$ cat src/rtl/imc_defines.vh
// Register map, field positions and reset values of the master control block
`ifndef IMC_DEFINES_VH
`define IMC_DEFINES_VH

// ==========================================
// Register offsets
`define IMC_ADDR_W      4
`define IMC_OFS_CTRL    4'h0
`define IMC_OFS_STAT    4'h4
`define IMC_OFS_MASK    4'h8
`define IMC_OFS_BUS     4'hc

// ==========================================
// Control register fields
`define IMC_B_MEN       0
`define IMC_B_BOD       1
`define IMC_B_ILB       2
`define IMC_B_STR       3
`define IMC_B_RXIE      4
`define IMC_B_TXIE      5
`define IMC_B_ALIE      6
`define IMC_B_NAIE      7
`define IMC_B_XCIE      8
`define IMC_CTRL_RST    16'h0000
`define IMC_CTRL_WMASK  16'h01ff

// ==========================================
// Status and mask share the enable layout
`define IMC_IRQ_LO      4
`define IMC_IRQ_HI      8
`define IMC_STAT_RST    16'h0000
`define IMC_MASK_RST    16'h01f0
`define IMC_IRQ_BITS    16'h01f0

// ==========================================
// Bus state register fields
`define IMC_S_BUSY      0
`define IMC_S_HOLD      1
`define IMC_S_SCL       2
`define IMC_S_SDA       3
`define IMC_S_SLV       4

`endif

$ cat src/rtl/imc_master_control.v
// Master control register, interrupt gating, stretch, loopback and back-off for a two-wire bus master
`timescale 1ns/1ps
`include "imc_defines.vh"

module imc_master_control (
  input  wire                   clk_i,
  input  wire                   reset_n_i,
  // Register port
  input  wire [`IMC_ADDR_W-1:0] addr_i,
  input  wire [15:0]            wdata_i,
  input  wire                   wr_i,
  input  wire                   rd_i,
  output reg  [15:0]            rdata_o,
  // Events from the master engine, one-cycle pulses on clk_i
  input  wire                   nack_i,
  input  wire                   arb_lost_i,
  input  wire                   tx_done_i,
  input  wire                   rx_done_i,
  // Engine line drive requests, high pulls the line low; then start and slave mode requests
  input  wire                   eng_scl_low_i,
  input  wire                   eng_sda_low_i,
  input  wire                   start_req_i,
  input  wire                   slave_req_i,
  // Open-drain pins
  input  wire                   scl_i,
  output reg                    scl_o,
  output reg                    scl_oe_o,
  input  wire                   sda_i,
  output reg                    sda_o,
  output reg                    sda_oe_o,
  // Line view and grants toward the engine; interrupt toward the processor
  output reg                    scl_in_o,
  output reg                    sda_in_o,
  output reg                    master_en_o,
  output reg                    slave_en_o,
  output reg                    start_ok_o,
  output reg                    irq_o
);

  // ==========================================
  // Reset synchroniser
  reg        rst_m_q;
  reg        rst_n_q;

  always @(posedge clk_i or negedge reset_n_i) begin
    if (!reset_n_i) begin
      rst_m_q <= 1'b0;
      rst_n_q <= 1'b0;
    end else begin
      rst_m_q <= 1'b1;
      rst_n_q <= rst_m_q;
    end
  end

  // ==========================================
  // Address decode
  function sel;
    input [`IMC_ADDR_W-1:0] a;
    input [`IMC_ADDR_W-1:0] ofs;
    begin
      sel = (a == ofs);
    end
  endfunction

  wire wr_ctrl = wr_i & sel(addr_i, `IMC_OFS_CTRL);
  wire wr_stat = wr_i & sel(addr_i, `IMC_OFS_STAT);
  wire wr_mask = wr_i & sel(addr_i, `IMC_OFS_MASK);

  // ==========================================
  // Pin synchronisers; first stage is read only by the second
  reg  [1:0] pin_m_q;
  reg  [1:0] pin_s_q;
  reg  [1:0] line_q;

  always @(posedge clk_i or negedge rst_n_q) begin
    if (!rst_n_q) begin
      pin_m_q <= 2'h3;
      pin_s_q <= 2'h3;
    end else begin
      pin_m_q <= {sda_i, scl_i};
      pin_s_q <= pin_m_q;
    end
  end

  // ==========================================
  // Registers
  reg  [15:0] ctrl_q;
  reg  [15:0] stat_q;
  reg  [15:0] mask_q;
  reg         busy_q;
  reg         hold_q;

  wire lb      = ctrl_q[`IMC_B_ILB];
  wire men     = ctrl_q[`IMC_B_MEN];
  wire scl_drv = eng_scl_low_i | hold_q;

  // In loopback the driven levels replace the pins, so the outside bus sees nothing
  wire scl_v = lb ? ~scl_drv : pin_s_q[0];
  wire sda_v = lb ? ~eng_sda_low_i : pin_s_q[1];

  always @(posedge clk_i or negedge rst_n_q) begin
    if (!rst_n_q) begin
      ctrl_q <= `IMC_CTRL_RST;
      mask_q <= `IMC_MASK_RST;
    end else begin
      if (wr_ctrl) begin
        ctrl_q <= wdata_i & `IMC_CTRL_WMASK;
      end
      if (wr_mask) begin
        mask_q <= wdata_i & `IMC_IRQ_BITS;
      end
    end
  end

  // ==========================================
  // Start and stop detection on the line view
  // Edge of one line bit between the registered view and the current view
  function edge_of;
    input prev;
    input cur;
    input rising;
    begin
      edge_of = rising ? (~prev & cur) : (prev & ~cur);
    end
  endfunction

  // Both views are already synchronised, so a glitch caught by a clock edge is seen as a full cycle
  wire scl_fall = edge_of(line_q[0], scl_v, 1'b0);
  wire start_d  = line_q[0] & scl_v & edge_of(line_q[1], sda_v, 1'b0);
  wire stop_d   = line_q[0] & scl_v & edge_of(line_q[1], sda_v, 1'b1);

  always @(posedge clk_i or negedge rst_n_q) begin
    if (!rst_n_q) begin
      line_q <= 2'h3;
      busy_q <= 1'b0;
    end else begin
      line_q <= {sda_v, scl_v};
      if (start_d) begin
        busy_q <= 1'b1;
      end else if (stop_d) begin
        busy_q <= 1'b0;
      end
    end
  end

  // ==========================================
  // Clock stretch
  // A high line waits for its own falling edge so a running high phase is not cut short
  wire hold_d = ctrl_q[`IMC_B_STR] & (hold_q | ~line_q[0] | scl_fall);

  always @(posedge clk_i or negedge rst_n_q) begin
    if (!rst_n_q) begin
      hold_q <= 1'b0;
    end else begin
      hold_q <= hold_d;
    end
  end

  // ==========================================
  // Sticky status; a new event wins over a write-one clear
  wire [15:0] ev;
  assign ev[`IMC_B_XCIE] = stop_d;
  assign ev[`IMC_B_NAIE] = nack_i;
  assign ev[`IMC_B_ALIE] = arb_lost_i;
  assign ev[`IMC_B_TXIE] = tx_done_i;
  assign ev[`IMC_B_RXIE] = rx_done_i;
  assign ev[3:0]   = 4'h0;
  assign ev[15:9]  = 7'h00;

  wire [15:0] stat_d;

  genvar gi;
  generate
    for (gi = 0; gi < 16; gi = gi + 1) begin : g_stat
      if (gi >= `IMC_IRQ_LO && gi <= `IMC_IRQ_HI) begin : g_bit
        // Enables do not reach this flag
        assign stat_d[gi] = ev[gi] | (stat_q[gi] & ~(wr_stat & wdata_i[gi]));
      end else begin : g_zero
        assign stat_d[gi] = 1'b0;
      end
    end
  endgenerate

  // One process owns the whole word, so each bit has a single driver
  always @(posedge clk_i or negedge rst_n_q) begin
    if (!rst_n_q) begin
      stat_q <= `IMC_STAT_RST;
    end else begin
      stat_q <= stat_d;
    end
  end

  // ==========================================
  // Outputs
  wire [15:0] irq_src = stat_q & ctrl_q & mask_q & `IMC_IRQ_BITS;
  wire [15:0] bus_rd  = {11'h000, slave_en_o, line_q[1], line_q[0], hold_q, busy_q};

  // Unmapped offsets read zero, so software probing the map sees no stale word
  function [15:0] rd_word;
    input [`IMC_ADDR_W-1:0] a;
    input [15:0]            c;
    input [15:0]            s;
    input [15:0]            m;
    input [15:0]            b;
    begin
      case (a)
        `IMC_OFS_CTRL: rd_word = c;
        `IMC_OFS_STAT: rd_word = s;
        `IMC_OFS_MASK: rd_word = m;
        `IMC_OFS_BUS:  rd_word = b;
        default:       rd_word = 16'h0000;
      endcase
    end
  endfunction

  // ==========================================
  // Pin drive; open drain, so the data outputs stay low and only the enables move
  always @(posedge clk_i or negedge rst_n_q) begin
    if (!rst_n_q) begin
      scl_o    <= 1'b0;
      sda_o    <= 1'b0;
      scl_oe_o <= 1'b0;
      sda_oe_o <= 1'b0;
    end else begin
      scl_o    <= 1'b0;
      sda_o    <= 1'b0;
      scl_oe_o <= ~lb & scl_drv & men;
      sda_oe_o <= ~lb & eng_sda_low_i & men;
    end
  end

  // ==========================================
  // Line view toward the engine; idles high like a released bus
  always @(posedge clk_i or negedge rst_n_q) begin
    if (!rst_n_q) begin
      scl_in_o <= 1'b1;
      sda_in_o <= 1'b1;
    end else begin
      scl_in_o <= scl_v;
      sda_in_o <= sda_v;
    end
  end

  // ==========================================
  // Mode grants
  always @(posedge clk_i or negedge rst_n_q) begin
    if (!rst_n_q) begin
      master_en_o <= 1'b0;
      slave_en_o  <= 1'b0;
      start_ok_o  <= 1'b0;
    end else begin
      master_en_o <= men;
      // Master wins when both are asked for, so the slave side never sees a half-set mode
      slave_en_o  <= slave_req_i & ~men;
      // Back-off only matters while the bus is busy, whoever sent the start that set busy_q
      start_ok_o  <= men & start_req_i & (~busy_q | ctrl_q[`IMC_B_BOD]);
    end
  end

  // ==========================================
  // Interrupt; a level, so a missed edge at the processor cannot lose an event
  always @(posedge clk_i or negedge rst_n_q) begin
    if (!rst_n_q) begin
      irq_o <= 1'b0;
    end else begin
      irq_o <= |irq_src;
    end
  end

  // ==========================================
  // Read data stand for one cycle only, then fall back to zero
  always @(posedge clk_i or negedge rst_n_q) begin
    if (!rst_n_q) begin
      rdata_o <= 16'h0000;
    end else begin
      rdata_o <= rd_i ? rd_word(addr_i, ctrl_q, stat_q, mask_q, bus_rd) : 16'h0000;
    end
  end

endmodule

$ cat config.mk
export PLATFORM = sky130hd
export DESIGN_NAME = imc_master_control
export DESIGN_NICKNAME = d
export VERILOG_FILES = /design/src/rtl/imc_master_control.v
export VERILOG_INCLUDE_DIRS = /design/src /design/src/rtl
export SDC_FILE = /design/constraint.sdc
export NUM_CORES = 1
export LEC_CHECK = 0
export BUFFER_PORTS_ARGS = -buffer_cell sky130_fd_sc_hd__buf_2
export CAP_MARGIN = 20
export CELL_PAD_IN_SITES_DETAIL_PLACEMENT = 0
export CELL_PAD_IN_SITES_GLOBAL_PLACEMENT = 1
export CORE_MARGIN = 2
export CORE_UTILIZATION = 42
export DETAILED_ROUTE_END_ITERATION = 10
export PLACE_DENSITY_LB_ADDON = 0.1
export RECOVER_POWER = 25
export SLEW_MARGIN = 20
export SYNTH_ARGS = -nofsm -noshare
export SYNTH_HDL_FRONTEND = slang
export SYNTH_SLANG_ARGS = --single-unit
$ cat constraint.sdc
create_clock -name clk_i -period 2.1 [get_ports clk_i]
set_input_delay 0.21 -clock clk_i [delete_from_list [all_inputs] [get_ports clk_i]]
set_output_delay 0.21 -clock clk_i [all_outputs]
set_load 0.02 [all_outputs]
==> results of run 1 <==
==> through the flow <==
stage	setup WS, ns	hold WS [ns]
6_report	0.755	0.0865
5_1_grt	0.620	0.0780
4_1_cts	0.745	0.0750
3_5_place_dp	0.667	-0.00347
3_3_place_gp	0.664	-0.00661
2_1_floorplan	0.804	-0.0856
==> cell usage after synthesis <==
| cell | number |
|---|---|
| sky130_fd_sc_hd__dfrtp_1 | 33 |
| sky130_fd_sc_hd__mux2_2 | 15 |
| sky130_fd_sc_hd__nand3_1 | 12 |
| sky130_fd_sc_hd__dfstp_2 | 11 |
| sky130_fd_sc_hd__nand2_1 | 10 |
| sky130_fd_sc_hd__buf_4 | 9 |
| sky130_fd_sc_hd__a21oi_1 | 6 |
| sky130_fd_sc_hd__nor2_1 | 6 |
| sky130_fd_sc_hd__a21o_1 | 5 |
| sky130_fd_sc_hd__a2bb2oi_1 | 3 |
| sky130_fd_sc_hd__a31oi_1 | 3 |
| sky130_fd_sc_hd__and3_1 | 3 |
| sky130_fd_sc_hd__buf_2 | 3 |
| sky130_fd_sc_hd__mux2i_1 | 3 |
| sky130_fd_sc_hd__and2_1 | 2 |
| sky130_fd_sc_hd__conb_1 | 2 |
| sky130_fd_sc_hd__inv_1 | 2 |
| sky130_fd_sc_hd__nand2b_1 | 2 |
| sky130_fd_sc_hd__nand3b_1 | 2 |
| sky130_fd_sc_hd__nor2b_1 | 2 |
| sky130_fd_sc_hd__a32o_1 | 1 |
| sky130_fd_sc_hd__and3b_1 | 1 |
| sky130_fd_sc_hd__buf_6 | 1 |
| sky130_fd_sc_hd__mux4_2 | 1 |
| sky130_fd_sc_hd__nand4bb_1 | 1 |
| sky130_fd_sc_hd__nor3b_1 | 1 |
| sky130_fd_sc_hd__nor3b_2 | 1 |
| sky130_fd_sc_hd__nor3b_4 | 1 |
| sky130_fd_sc_hd__o21a_1 | 1 |
| sky130_fd_sc_hd__o311ai_0 | 1 |
| sky130_fd_sc_hd__or4b_1 | 1 |
==> worst register-to-register path: cells and delay by family, from the launching register on <==
family	cells	cell delay, ns
compound gates	1	0.30
simple gates	2	0.35
flops	1	0.58
==> flip-flops by register name (all words and copies together), names as in the netlist <==
register,flops
master_en_o,1
line_q,2
busy_q,1
irq_o,1
pin_m_q,2
hold_q,1
scl_oe_o,1
ctrl_q,9
pin_s_q,2
start_ok_o,1
rst_m_q,1
stat_q,5
slave_en_o,1
rdata_o,9
mask_q,5
sda_oe_o,1
rst_n_q,1
==> logic make-up after synthesis <==
kind of cell | after synthesis
AO/OA/AOI/OAI | 20
AND/OR/NAND/NOR | 45
multiplexers | 19
buffers and inverters | 15
flip-flops | 44
other | 2
==> final timing paths <==
path	endpoint	slack, ns
max	busy_q	0.76
min	stat_q[7]	0.09
max reg2reg	busy_q	0.76
min reg2reg	pin_s_q[0]	0.36
max in group asynchronous	rdata_o[2]	1.11
min in group asynchronous	rst_m_q	0.22
==> routing by layer <==
layer / GRT usage / routed length, µm / vias up
met4: 0.0577 / 53 / 0
met3: 0.0462 / 166 / 5
met5: 0 / 0 / -
li1: - / - / 591
met2: 0.282 / 1830 / 33
met1: 0.186 / 1530 / 603
==> power breakdown <==
group / internal, µW / leakage [µW] / switching, µW / total [µW]
sequential: 989 / 0.000516 / 108 / 1100
combinational: 178 / 0.000472 / 170 / 348
clock: 595 / 0.0000784 / 287 / 882
total: 1760 / 0.00107 / 565 / 2330
==> final cells by class <==
type                            instances  area, µm²  share of cell area
Clock buffer                            5       68.8              0.0304
Clock inverter                          3       90.1              0.0398
Tap cell                               52       65.1              0.0287
Timing Repair Buffer                   50        269               0.119
Inverter                                2       7.51             0.00332
Multi-Input combinational cell         94        647               0.286
Sequential cell                        44       1120               0.493
==> what timing repair did <==
item,CTS,global route
hold buffers,3,0
hold endpoints to repair,4,0
endpoints found under the setup margin,0,0
==> impl_metrics.prom, run 1 <==
# TYPE chip_impl_metric gauge
chip_impl_metric{name="min_delay_path_depth",unit=""} 2
chip_impl_metric{name="slew_headroom",unit=""} 0.395
chip_impl_metric{name="design_power_total",unit="µW"} 2330
chip_impl_metric{name="cts_repair_resize_count",unit=""} 0
chip_impl_metric{name="tritoncts_buffers",unit=""} 5
chip_impl_info{name="cts_root_buffer",value="sky130_fd_sc_hd__clkbuf_8"} 1
chip_impl_info{name="rsz0062_at_grt",value="no"} 1
chip_impl_info{name="cts_tree",value="yes"} 1
chip_impl_metric{name="setup_viol",unit=""} 0
chip_impl_info{name="critical_path.startpoint",value="line_q[0]"} 1
chip_impl_metric{name="synth-xor-area-share",unit=""} 0
chip_impl_metric{name="layout-drive-gt1-share",unit=""} 0.389
chip_impl_metric{name="synth_warnings",unit=""} 0
chip_impl_metric{name="critPathBufInv",unit=""} 0
chip_impl_metric{name="nNetsFinal",unit=""} 231
chip_impl_metric{name="grt_first_pass_wirelength",unit="mm"} 6.07
chip_impl_metric{name="first_global_vias",unit=""} 1255
chip_impl_metric{name="vdd_ir_drop_max",unit="V"} 0.000578
chip_impl_metric{name="coreArea",unit="mm²"} 0.00429
chip_impl_metric{name="postLayoutCellArea",unit="mm²"} 0.00226
chip_impl_info{name="synth_top_family_by_area",value="simple AND/OR/NAND/NOR gates"} 1
chip_impl_metric{name="num_rows",unit=""} 24
chip_impl_metric{name="grt_antenna_before_repair",unit=""} 0
chip_impl_metric{name="boundaryPins",unit=""} 60
chip_impl_metric{name="area_delta_synth_final",unit="%"} 22.7
chip_impl_metric{name="worst_skew_pair_latency",unit="ns"} 0.29
chip_impl_metric{name="worst_r2r_path_depth",unit=""} 3
chip_impl_metric{name="clkSlewWorstSetupHoldPaths",unit="ns"} 0.08
chip_impl_metric{name="post_synth_inst_count",unit=""} 145
chip_impl_metric{name="final_report_hold_violation_count",unit=""} 0
chip_impl_metric{name="instances_no_fill",unit=""} 250
chip_impl_info{name="synth.largest_area_cell",value="sky130_fd_sc_hd__dfrtp_1"} 1
chip_impl_info{name="cp_top_family",value="flip-flops"} 1
chip_impl_metric{name="max_freq",unit="MHz"} 744
chip_impl_metric{name="critical-path-max-stage-delay",unit="ns"} 0.58
chip_impl_info{name="crit_path_start_kind",value="flip-flop"} 1
chip_impl_metric{name="overflow",unit=""} 0
chip_impl_metric{name="clock_sink_count",unit=""} 44
chip_impl_metric{name="timing_max_transition_violations_final",unit=""} 0
chip_impl_metric{name="netlist_area",unit="mm²"} 0.00184
chip_impl_metric{name="die_h",unit="µm"} 70.3
chip_impl_metric{name="placed_cell_area",unit="mm²"} 0.00209
chip_impl_metric{name="drc_errors",unit=""} 0
chip_impl_metric{name="yosys_register_bits",unit=""} 44
chip_impl_metric{name="static-leakage-power",unit="µW"} 0.00107
chip_impl_metric{name="filler_cell_count",unit=""} 395
chip_impl_info{name="crit_path_end_kind",value="flip-flop"} 1
chip_impl_metric{name="min_period_over_period",unit=""} 0.640
chip_impl_metric{name="post-place-cells",unit=""} 239
chip_impl_metric{name="yosys-mux-area-fraction",unit=""} 0.120
chip_impl_info{name="mostFrequentLayoutCell",value="sky130_fd_sc_hd__buf_2"} 1
chip_impl_metric{name="avgRoutedWirePerCell",unit="µm"} 14.3
chip_impl_metric{name="die_w",unit="µm"} 70.3
chip_impl_metric{name="cts.htree.levels",unit=""} 2
chip_impl_metric{name="dr_total_vias",unit=""} 1232
chip_impl_metric{name="worstPathRequired",unit="ns"} 2.27
chip_impl_metric{name="synth_sequential_area_ratio",unit=""} 0.604
chip_impl_info{name="worstHoldPathType",value="input pin to flip-flop"} 1
chip_impl_metric{name="end_of_flow_core_utilization",unit=""} 0.527
chip_impl_metric{name="setup-tns-final",unit="ns"} 0
chip_impl_info{name="run_status",value="finished clean"} 1
chip_impl_metric{name="totalWireLength",unit="mm"} 3.58
chip_impl_metric{name="post_cts_buffers",unit=""} 0
chip_impl_info{name="hold_start",value="nack_i"} 1
chip_impl_metric{name="time_the_final_worst_path_needs_with_i_o_delays_and_setup",unit="ns"} 1.34
chip_impl_info{name="crit_chain",value="nand4bb_1, and2_1, o311ai_0"} 1
chip_impl_info{name="mostFrequentLayoutCells",value="sky130_fd_sc_hd__buf_2, sky130_fd_sc_hd__dfrtp_1, sky130_fd_sc_hd__mux2_2, sky130_fd_sc_hd__nand3_1"} 1
chip_impl_metric{name="number_of_buffers_on_the_longest_clock_path",unit=""} 2
chip_impl_metric{name="initial_utilization",unit=""} 0.429
chip_impl_metric{name="grt_max_degree",unit=""} 43
chip_impl_metric{name="netlist.area_leader.share",unit=""} 0.448
chip_impl_metric{name="synth-adder-area-share",unit=""} 0
chip_impl_metric{name="synth_compound_area_frac",unit=""} 0.0753
chip_impl_metric{name="number_of_design_rule_violations_left_by_the_first_detailed_router_iteration",unit=""} 34
chip_impl_info{name="regToRegStartpoint",value="line_q[0]"} 1
chip_impl_info{name="start_to_end_type_of_the_worst_setup_path",value="flip-flop to flip-flop"} 1
chip_impl_metric{name="timing.critical_path.arrival",unit="ns"} 1.52
chip_impl_metric{name="crit_path_max_fanout",unit=""} 4
chip_impl_metric{name="drt-vias-per-instance",unit=""} 4.93
chip_impl_metric{name="drt_first_pass_iters",unit=""} 4
chip_impl_metric{name="drv.max_cap_violation_count",unit=""} 0
chip_impl_metric{name="io_buffer_count",unit=""} 43
chip_impl_metric{name="avgSynthCellArea",unit="µm²"} 12.7
chip_impl_info{name="crit_path_top_delay_cell",value="sky130_fd_sc_hd__dfstp_1"} 1
chip_impl_metric{name="netlist-cell-type-count",unit=""} 31
chip_impl_metric{name="power.density",unit="mW/mm²"} 1030
chip_impl_metric{name="globalRouteTotalUtil",unit=""} 0.161
chip_impl_metric{name="setup_clock_skew_after_layout",unit="ns"} 0.00614
chip_impl_metric{name="place.detailed.hpwl",unit="mm"} 2.57
chip_impl_metric{name="tightestPinTransition",unit="ns"} 0.907
chip_impl_info{name="synth_area_leaders",value="sky130_fd_sc_hd__dfrtp_1, sky130_fd_sc_hd__dfstp_2, sky130_fd_sc_hd__mux2_2"} 1
chip_impl_metric{name="synth-simple-area-share",unit=""} 0.141
chip_impl_metric{name="design.die.area",unit="mm²"} 0.00494
chip_impl_metric{name="ant_nets",unit=""} 0
chip_impl_metric{name="cp.depth",unit=""} 3
chip_impl_metric{name="insertedDiodeCount",unit=""} 0
chip_impl_metric{name="routabilityCongestion",unit=""} 0.772
No activity file was read; power rests on OpenSTA's default activity.
==> inputs of run 2 (changes only) <==
--- a/config.mk
+++ b/config.mk
@@ -11,7 +11,7 @@
 export CELL_PAD_IN_SITES_DETAIL_PLACEMENT = 0
 export CELL_PAD_IN_SITES_GLOBAL_PLACEMENT = 1
 export CORE_MARGIN = 2
-export CORE_UTILIZATION = 42
+export CORE_UTILIZATION = 39
 export DETAILED_ROUTE_END_ITERATION = 10
 export PLACE_DENSITY_LB_ADDON = 0.1
 export RECOVER_POWER = 25
==> constraint.sdc (replaced) <==
create_clock -name clk_i -period 1.4 [get_ports clk_i]
set_input_delay 0.14 -clock clk_i [delete_from_list [all_inputs] [get_ports clk_i]]
set_output_delay 0.14 -clock clk_i [all_outputs]
set_load 0.02 [all_outputs]
==> impl_metrics.prom, run 2 (synthesis results as in run 1) <==
# TYPE chip_impl_metric gauge
chip_impl_info{name="run_status",value="finished clean"} 1
chip_impl_metric{name="r2r_slack",unit="ns"} 0.07
chip_impl_metric{name="nNetsFinal",unit=""} 233
chip_impl_info{name="reg_top3",value="ctrl_q (9), rdata_o (9)"} 1
chip_impl_metric{name="post_cts_buffers",unit=""} 0
chip_impl_metric{name="time_the_final_worst_path_needs_with_i_o_delays_and_setup",unit="ns"} 1.33
chip_impl_metric{name="worstPathRequired",unit="ns"} 1.57
chip_impl_metric{name="cts.htree.levels",unit=""} 2
chip_impl_metric{name="drv.max_cap_violation_count",unit=""} 0
chip_impl_info{name="mostFrequentLayoutCells",value="sky130_fd_sc_hd__buf_2, sky130_fd_sc_hd__dfrtp_1, sky130_fd_sc_hd__mux2_2, sky130_fd_sc_hd__nand3_1, sky130_fd_sc_hd__dfstp_2"} 1
chip_impl_metric{name="timing.critical_path.arrival",unit="ns"} 1.49
chip_impl_metric{name="die_w",unit="µm"} 72.8
chip_impl_info{name="cts_root_buffer",value="sky130_fd_sc_hd__clkbuf_8"} 1
chip_impl_metric{name="timing_max_transition_violations_final",unit=""} 0
chip_impl_metric{name="slew_headroom",unit=""} 0.339
chip_impl_metric{name="area_delta_synth_final",unit="%"} 20.6
chip_impl_metric{name="coreArea",unit="mm²"} 0.00463
chip_impl_metric{name="final_report_hold_violation_count",unit=""} 0
chip_impl_metric{name="tightestPinTransition",unit="ns"} 0.992
chip_impl_info{name="cts_tree",value="yes"} 1
chip_impl_metric{name="drt-vias-per-instance",unit=""} 4.95
chip_impl_metric{name="globalRouteTotalUtil",unit=""} 0.156
chip_impl_metric{name="power.density",unit="mW/mm²"} 1340
chip_impl_metric{name="layout-drive-gt1-share",unit=""} 0.415
chip_impl_metric{name="grt_first_pass_wirelength",unit="mm"} 6.10
chip_impl_info{name="crit_path_end_kind",value="flip-flop"} 1
chip_impl_metric{name="number_of_design_rule_violations_left_by_the_first_detailed_router_iteration",unit=""} 49
chip_impl_metric{name="io_buffer_count",unit=""} 43
chip_impl_metric{name="combinationalPowerShare",unit=""} 0.187
chip_impl_info{name="rsz0062_at_grt",value="no"} 1
chip_impl_metric{name="vdd_ir_drop_max",unit="V"} 0.000626
chip_impl_metric{name="clock_sink_count",unit=""} 44
chip_impl_metric{name="insertedDiodeCount",unit=""} 0
chip_impl_metric{name="routabilityCongestion",unit=""} 0.755
chip_impl_metric{name="grt_antenna_before_repair",unit=""} 0
chip_impl_metric{name="dr_total_vias",unit=""} 1258
chip_impl_info{name="mostFrequentLayoutCell",value="sky130_fd_sc_hd__buf_2"} 1
chip_impl_metric{name="tritoncts_buffers",unit=""} 5
chip_impl_metric{name="min_period_over_period",unit=""} 0.947
chip_impl_metric{name="crit_path_max_fanout",unit=""} 4
chip_impl_metric{name="static-leakage-power",unit="µW"} 0.00106
chip_impl_metric{name="postLayoutCellArea",unit="mm²"} 0.00222
chip_impl_metric{name="switching_share",unit=""} 0.272
chip_impl_metric{name="sequential_cell_fraction_of_total_power",unit=""} 0.546
chip_impl_metric{name="grt_max_degree",unit=""} 43
chip_impl_metric{name="boundaryPins",unit=""} 60
chip_impl_info{name="start_to_end_type_of_the_worst_setup_path",value="flip-flop to flip-flop"} 1
chip_impl_metric{name="place.detailed.hpwl",unit="mm"} 2.67
chip_impl_info{name="crit_path_start_kind",value="flip-flop"} 1
chip_impl_metric{name="switching_power",unit="µW"} 810
chip_impl_metric{name="setup_clock_skew_after_layout",unit="ns"} 0.00806
chip_impl_metric{name="design.die.area",unit="mm²"} 0.00529
chip_impl_metric{name="die_h",unit="µm"} 72.8
chip_impl_metric{name="avgRoutedWirePerCell",unit="µm"} 14.4
chip_impl_metric{name="initial_utilization",unit=""} 0.398
chip_impl_metric{name="worst_skew_pair_latency",unit="ns"} 0.29
chip_impl_metric{name="design_power_total",unit="µW"} 2980
chip_impl_metric{name="ant_nets",unit=""} 0
chip_impl_metric{name="first_global_vias",unit=""} 1280
chip_impl_metric{name="drt_first_pass_iters",unit=""} 4
chip_impl_metric{name="totalWireLength",unit="mm"} 3.67
chip_impl_metric{name="placed_cell_area",unit="mm²"} 0.00212
chip_impl_metric{name="setup_viol",unit=""} 0
chip_impl_metric{name="clkSlewWorstSetupHoldPaths",unit="ns"} 0.08
chip_impl_info{name="worstHoldPathType",value="input pin to flip-flop"} 1
chip_impl_metric{name="clkPwrFrac",unit=""} 0.268
chip_impl_metric{name="number_of_buffers_on_the_longest_clock_path",unit=""} 2
chip_impl_metric{name="max_freq",unit="MHz"} 754
chip_impl_metric{name="num_rows",unit=""} 25
chip_impl_metric{name="overflow",unit=""} 0
chip_impl_metric{name="drc_errors",unit=""} 0
chip_impl_metric{name="setup-tns-final",unit="ns"} 0
chip_impl_metric{name="p_int",unit="µW"} 2170
-- run 2: cell count changes in the layout (fill, tap and decap cells not counted), sizes merged --
cell    before  now
buf         44   47
bufinv       3    0
clkbuf       8   10
-- run 2: worst paths after layout --
check / from / endpoint / depth (start not counted)
max: line_q[0] / busy_q / 3
min: tx_done_i / stat_q[5] / 2
max reg2reg: line_q[0] / busy_q / 3
min reg2reg: pin_m_q[1] / pin_s_q[1] / 0
max in group asynchronous: rst_n_q / ctrl_q[4] / 1
min in group asynchronous: reset_n_i / rst_n_q / 2
-- run 2: layout make-up --
type / instances / area [µm²]
repair buffers: 52 / 287
clock buffers: 8 / 90.1
flip-flops and latches: 44 / 1110
fillers: 458 / 2400
multi-input cells: 94 / 658
well taps: 54 / 67.6
inverters: 2 / 7.51
-- run 2: what timing repair did --
item / 4_1_cts / 5_1_grt
setup endpoints to repair: 0 / 0
hold buffers: 3 / 0
resized for setup: 0 / 0
endpoints found under the hold margin: 4 / 0
-- run 2: through the flow --
step | hold slack (ns) | cells | worst slack [ns] | util
floorplan | -0.156 | 153 | 0.104 | -
global placement | -0.0749 | 243 | 0.0771 | 0.458
detailed placement | -0.0712 | 243 | 0.0643 | 0.458
CTS | 0.0145 | 254 | 0.0601 | 0.484
global route | 0.0135 | 254 | 0.00459 | 0.481
finish | 0.0233 | 254 | 0.0746 | 0.481
-- run 2: per-layer routing --
| metal | global-route usage | part of all wire | vias to the layer above |
|---|---|---|---|
| met5 | 0 | 0 | - |
| met4 | 0.0679 | 0.021 | 0 |
| met2 | 0.255 | 0.50 | 40 |
| met1 | 0.188 | 0.41 | 614 |
| met3 | 0.0525 | 0.060 | 7 |
| li1 | - | - | 597 |
-- run 2: critical path: stages, from the launching register on --
cell and delay (ns):
sky130_fd_sc_hd__dfstp_2 0.56, sky130_fd_sc_hd__nand4bb_1 0.15, sky130_fd_sc_hd__and2_1 0.19, sky130_fd_sc_hd__o311ai_0 0.30
-- run 2: power groups by stage --
stage	clock (µW)	sequential, µW	combinational, µW
after global routing	881	1660	617
after floorplan	0	1700	326
after CTS	838	1630	569
after detailed placement	0	1650	562
final	797	1630	556
after global placement	0	1650	554
==> inputs of run 3 (changes only) <==
--- a/config.mk
+++ b/config.mk
@@ -11,7 +11,7 @@
 export CELL_PAD_IN_SITES_DETAIL_PLACEMENT = 0
 export CELL_PAD_IN_SITES_GLOBAL_PLACEMENT = 1
 export CORE_MARGIN = 2
-export CORE_UTILIZATION = 39
+export CORE_UTILIZATION = 42
 export DETAILED_ROUTE_END_ITERATION = 10
 export PLACE_DENSITY_LB_ADDON = 0.1
 export RECOVER_POWER = 25
==> constraint.sdc (replaced) <==
create_clock -name clk_i -period 1.65 [get_ports clk_i]
set_input_delay 0.165 -clock clk_i [delete_from_list [all_inputs] [get_ports clk_i]]
set_output_delay 0.165 -clock clk_i [all_outputs]
set_load 0.02 [all_outputs]
==> impl_metrics.prom, run 3 (synthesis results as in run 1) <==
# TYPE chip_impl_metric gauge
chip_impl_metric{name="grt_antenna_before_repair",unit=""} 0
chip_impl_metric{name="vdd_ir_drop_max",unit="V"} 0.000600
chip_impl_metric{name="place.detailed.hpwl",unit="mm"} 2.70
chip_impl_metric{name="timing.critical_path.arrival",unit="ns"} 1.47
chip_impl_metric{name="clkSlewWorstSetupHoldPaths",unit="ns"} 0.08
chip_impl_metric{name="totalWireLength",unit="mm"} 3.74
chip_impl_metric{name="clock_sink_count",unit=""} 44
chip_impl_metric{name="min_delay_path_depth",unit=""} 2
chip_impl_metric{name="worstPathRequired",unit="ns"} 1.84
chip_impl_metric{name="setup-tns-final",unit="ns"} 0
chip_impl_metric{name="grt_max_degree",unit=""} 23
chip_impl_metric{name="instances_no_fill",unit=""} 250
chip_impl_metric{name="avgRoutedWirePerCell",unit="µm"} 15.0
chip_impl_metric{name="hold_slack",unit="ns"} 0.0411
chip_impl_metric{name="ant_nets",unit=""} 0
chip_impl_metric{name="coreArea",unit="mm²"} 0.00429
chip_impl_metric{name="r2r_slack",unit="ns"} 0.36
chip_impl_info{name="worstHoldPathType",value="input pin to flip-flop"} 1
chip_impl_metric{name="io_buffer_count",unit=""} 43
chip_impl_info{name="reg_top3",value="ctrl_q (9), rdata_o (9)"} 1
chip_impl_metric{name="overflow",unit=""} 0
chip_impl_info{name="cts_root_buffer",value="sky130_fd_sc_hd__clkbuf_8"} 1
chip_impl_metric{name="timing_max_transition_violations_final",unit=""} 0
chip_impl_metric{name="static-leakage-power",unit="µW"} 0.00107
chip_impl_info{name="crit_path_start_kind",value="flip-flop"} 1
chip_impl_metric{name="die_w",unit="µm"} 70.3
chip_impl_metric{name="critical-path-max-stage-delay",unit="ns"} 0.47
chip_impl_metric{name="num_rows",unit=""} 24
chip_impl_metric{name="number_of_buffers_on_the_longest_clock_path",unit=""} 2
chip_impl_metric{name="die_h",unit="µm"} 70.3
chip_impl_info{name="crit_path_end_kind",value="flip-flop"} 1
chip_impl_metric{name="drc_errors",unit=""} 0
chip_impl_metric{name="setup_viol",unit=""} 0
chip_impl_metric{name="min_period_over_period",unit=""} 0.780
chip_impl_metric{name="initial_utilization",unit=""} 0.429
chip_impl_metric{name="slew_headroom",unit=""} 0.410
chip_impl_metric{name="tritoncts_buffers",unit=""} 5
chip_impl_metric{name="worst_skew_pair_latency",unit="ns"} 0.30
chip_impl_info{name="run_status",value="finished clean"} 1
chip_impl_info{name="start_to_end_type_of_the_worst_setup_path",value="flip-flop to flip-flop"} 1
chip_impl_metric{name="drt_first_pass_iters",unit=""} 4
chip_impl_info{name="mostFrequentLayoutCells",value="sky130_fd_sc_hd__buf_2, sky130_fd_sc_hd__dfrtp_1, sky130_fd_sc_hd__mux2_2, sky130_fd_sc_hd__nand3_1, sky130_fd_sc_hd__dfstp_2"} 1
chip_impl_metric{name="time_the_final_worst_path_needs_with_i_o_delays_and_setup",unit="ns"} 1.29
chip_impl_info{name="hold_start",value="tx_done_i"} 1
chip_impl_metric{name="globalRouteTotalUtil",unit=""} 0.171
chip_impl_info{name="mostFrequentLayoutCell",value="sky130_fd_sc_hd__buf_2"} 1
chip_impl_metric{name="post-place-cells",unit=""} 239
chip_impl_metric{name="dr_total_vias",unit=""} 1258
chip_impl_metric{name="number_of_design_rule_violations_left_by_the_first_detailed_router_iteration",unit=""} 82
chip_impl_metric{name="filler_cell_count",unit=""} 399
chip_impl_metric{name="nNetsFinal",unit=""} 231
chip_impl_metric{name="tightestPinTransition",unit="ns"} 0.885
chip_impl_metric{name="worst_r2r_path_depth",unit=""} 3
chip_impl_metric{name="drt-vias-per-instance",unit=""} 5.03
chip_impl_info{name="crit_path_top_delay_cell",value="sky130_fd_sc_hd__dfrtp_1"} 1
chip_impl_metric{name="power.density",unit="mW/mm²"} 1210
chip_impl_metric{name="grt_first_pass_wirelength",unit="mm"} 6.40
chip_impl_metric{name="drv.max_cap_violation_count",unit=""} 0
chip_impl_info{name="crit-reg2reg-capture",value="busy_q"} 1
chip_impl_metric{name="setup_clock_skew_after_layout",unit="ns"} 0.00615
chip_impl_metric{name="layout-drive-gt1-share",unit=""} 0.419
chip_impl_metric{name="routabilityCongestion",unit=""} 0.762
chip_impl_info{name="regToRegStartpoint",value="ctrl_q[2]"} 1
chip_impl_metric{name="max_freq",unit="MHz"} 777
chip_impl_metric{name="end_of_flow_core_utilization",unit=""} 0.525
chip_impl_metric{name="area_delta_synth_final",unit="%"} 22.2
chip_impl_info{name="rsz0062_at_grt",value="no"} 1
chip_impl_metric{name="cts_repair_resize_count",unit=""} 0
chip_impl_metric{name="crit_path_max_fanout",unit=""} 9
chip_impl_metric{name="first_global_vias",unit=""} 1365
chip_impl_info{name="hold_end",value="stat_q[5]"} 1
chip_impl_metric{name="boundaryPins",unit=""} 60
chip_impl_metric{name="cts.htree.levels",unit=""} 2
chip_impl_info{name="cts_tree",value="yes"} 1
chip_impl_metric{name="design.die.area",unit="mm²"} 0.00494
chip_impl_info{name="crit_chain",value="nand3b_1, and2_1, o311ai_0"} 1
chip_impl_metric{name="final_report_hold_violation_count",unit=""} 0
chip_impl_metric{name="insertedDiodeCount",unit=""} 0
run 3: cell types whose count changed in the layout (fill, tap and decap cells not counted), sizes merged:
cell and change:
bufinv +1, buf -1, clkinv +1, clkbuf -3
run 3: where the power goes:
group / internal (µW) / switching (µW)
Combinational: 233 / 234
Clock: 495 / 377
Sequential: 1270 / 127
Total: 1990 / 738
run 3: final cells by class:
class / count / area [µm²] / area share
flip-flops and latches: 44 / 1110 / 0.495
repair buffers: 50 / 287 / 0.127
clock inverters: 2 / 38.8 / 0.0172
well taps: 52 / 65.1 / 0.0289
inverters: 2 / 7.51 / 0.00333
multi-input cells: 94 / 658 / 0.292
clock buffers: 6 / 82.6 / 0.0366
run 3: critical path, delay by kind of cell, from the launching register on:
| family | cells | cell delay (ns) |
|---|---|---|
| AO/OA/AOI/OAI | 1 | 0.29 |
| AND/OR/NAND/NOR | 2 | 0.41 |
| flip-flops | 1 | 0.47 |
run 3: worst max-delay path by stage:
stage	end	from	depth (start not counted)
2_1_floorplan	busy_q	rst_n_q	0
3_3_place_gp	ctrl_q[1]	addr_i[1]	5
3_5_place_dp	ctrl_q[5]	addr_i[1]	5
4_1_cts	busy_q	ctrl_q[2]	3
5_1_grt	busy_q	ctrl_q[2]	3
6_report	busy_q	ctrl_q[2]	3
run 3: repair_timing:
| item | 4_1_cts | 5_1_grt |
|---|---|---|
| endpoints found under the hold margin | 4 | 0 |
| hold buffers | 3 | 0 |
| setup buffers | 0 | 0 |
run 3: metrics by stage:
stage / worst slack [ns] / total power, µW / area [µm²]
floorplan: 0.354 / 1720 / 1870
global route: 0.260 / 2880 / 2250
finish: 0.363 / 2730 / 2250
CTS: 0.338 / 2770 / 2260
global placement: 0.274 / 1860 / 2100
detailed placement: 0.256 / 1880 / 2100
run 3: per-layer routing:
| metal | part of all wire | vias to the layer above | global-route usage |
|---|---|---|---|
| met5 | 0 | - | 0 |
| met4 | 0.018 | 0 | 0.0726 |
| met3 | 0.049 | 7 | 0.0548 |
| met2 | 0.52 | 33 | 0.301 |
| met1 | 0.41 | 624 | 0.187 |
| li1 | - | 594 | - |
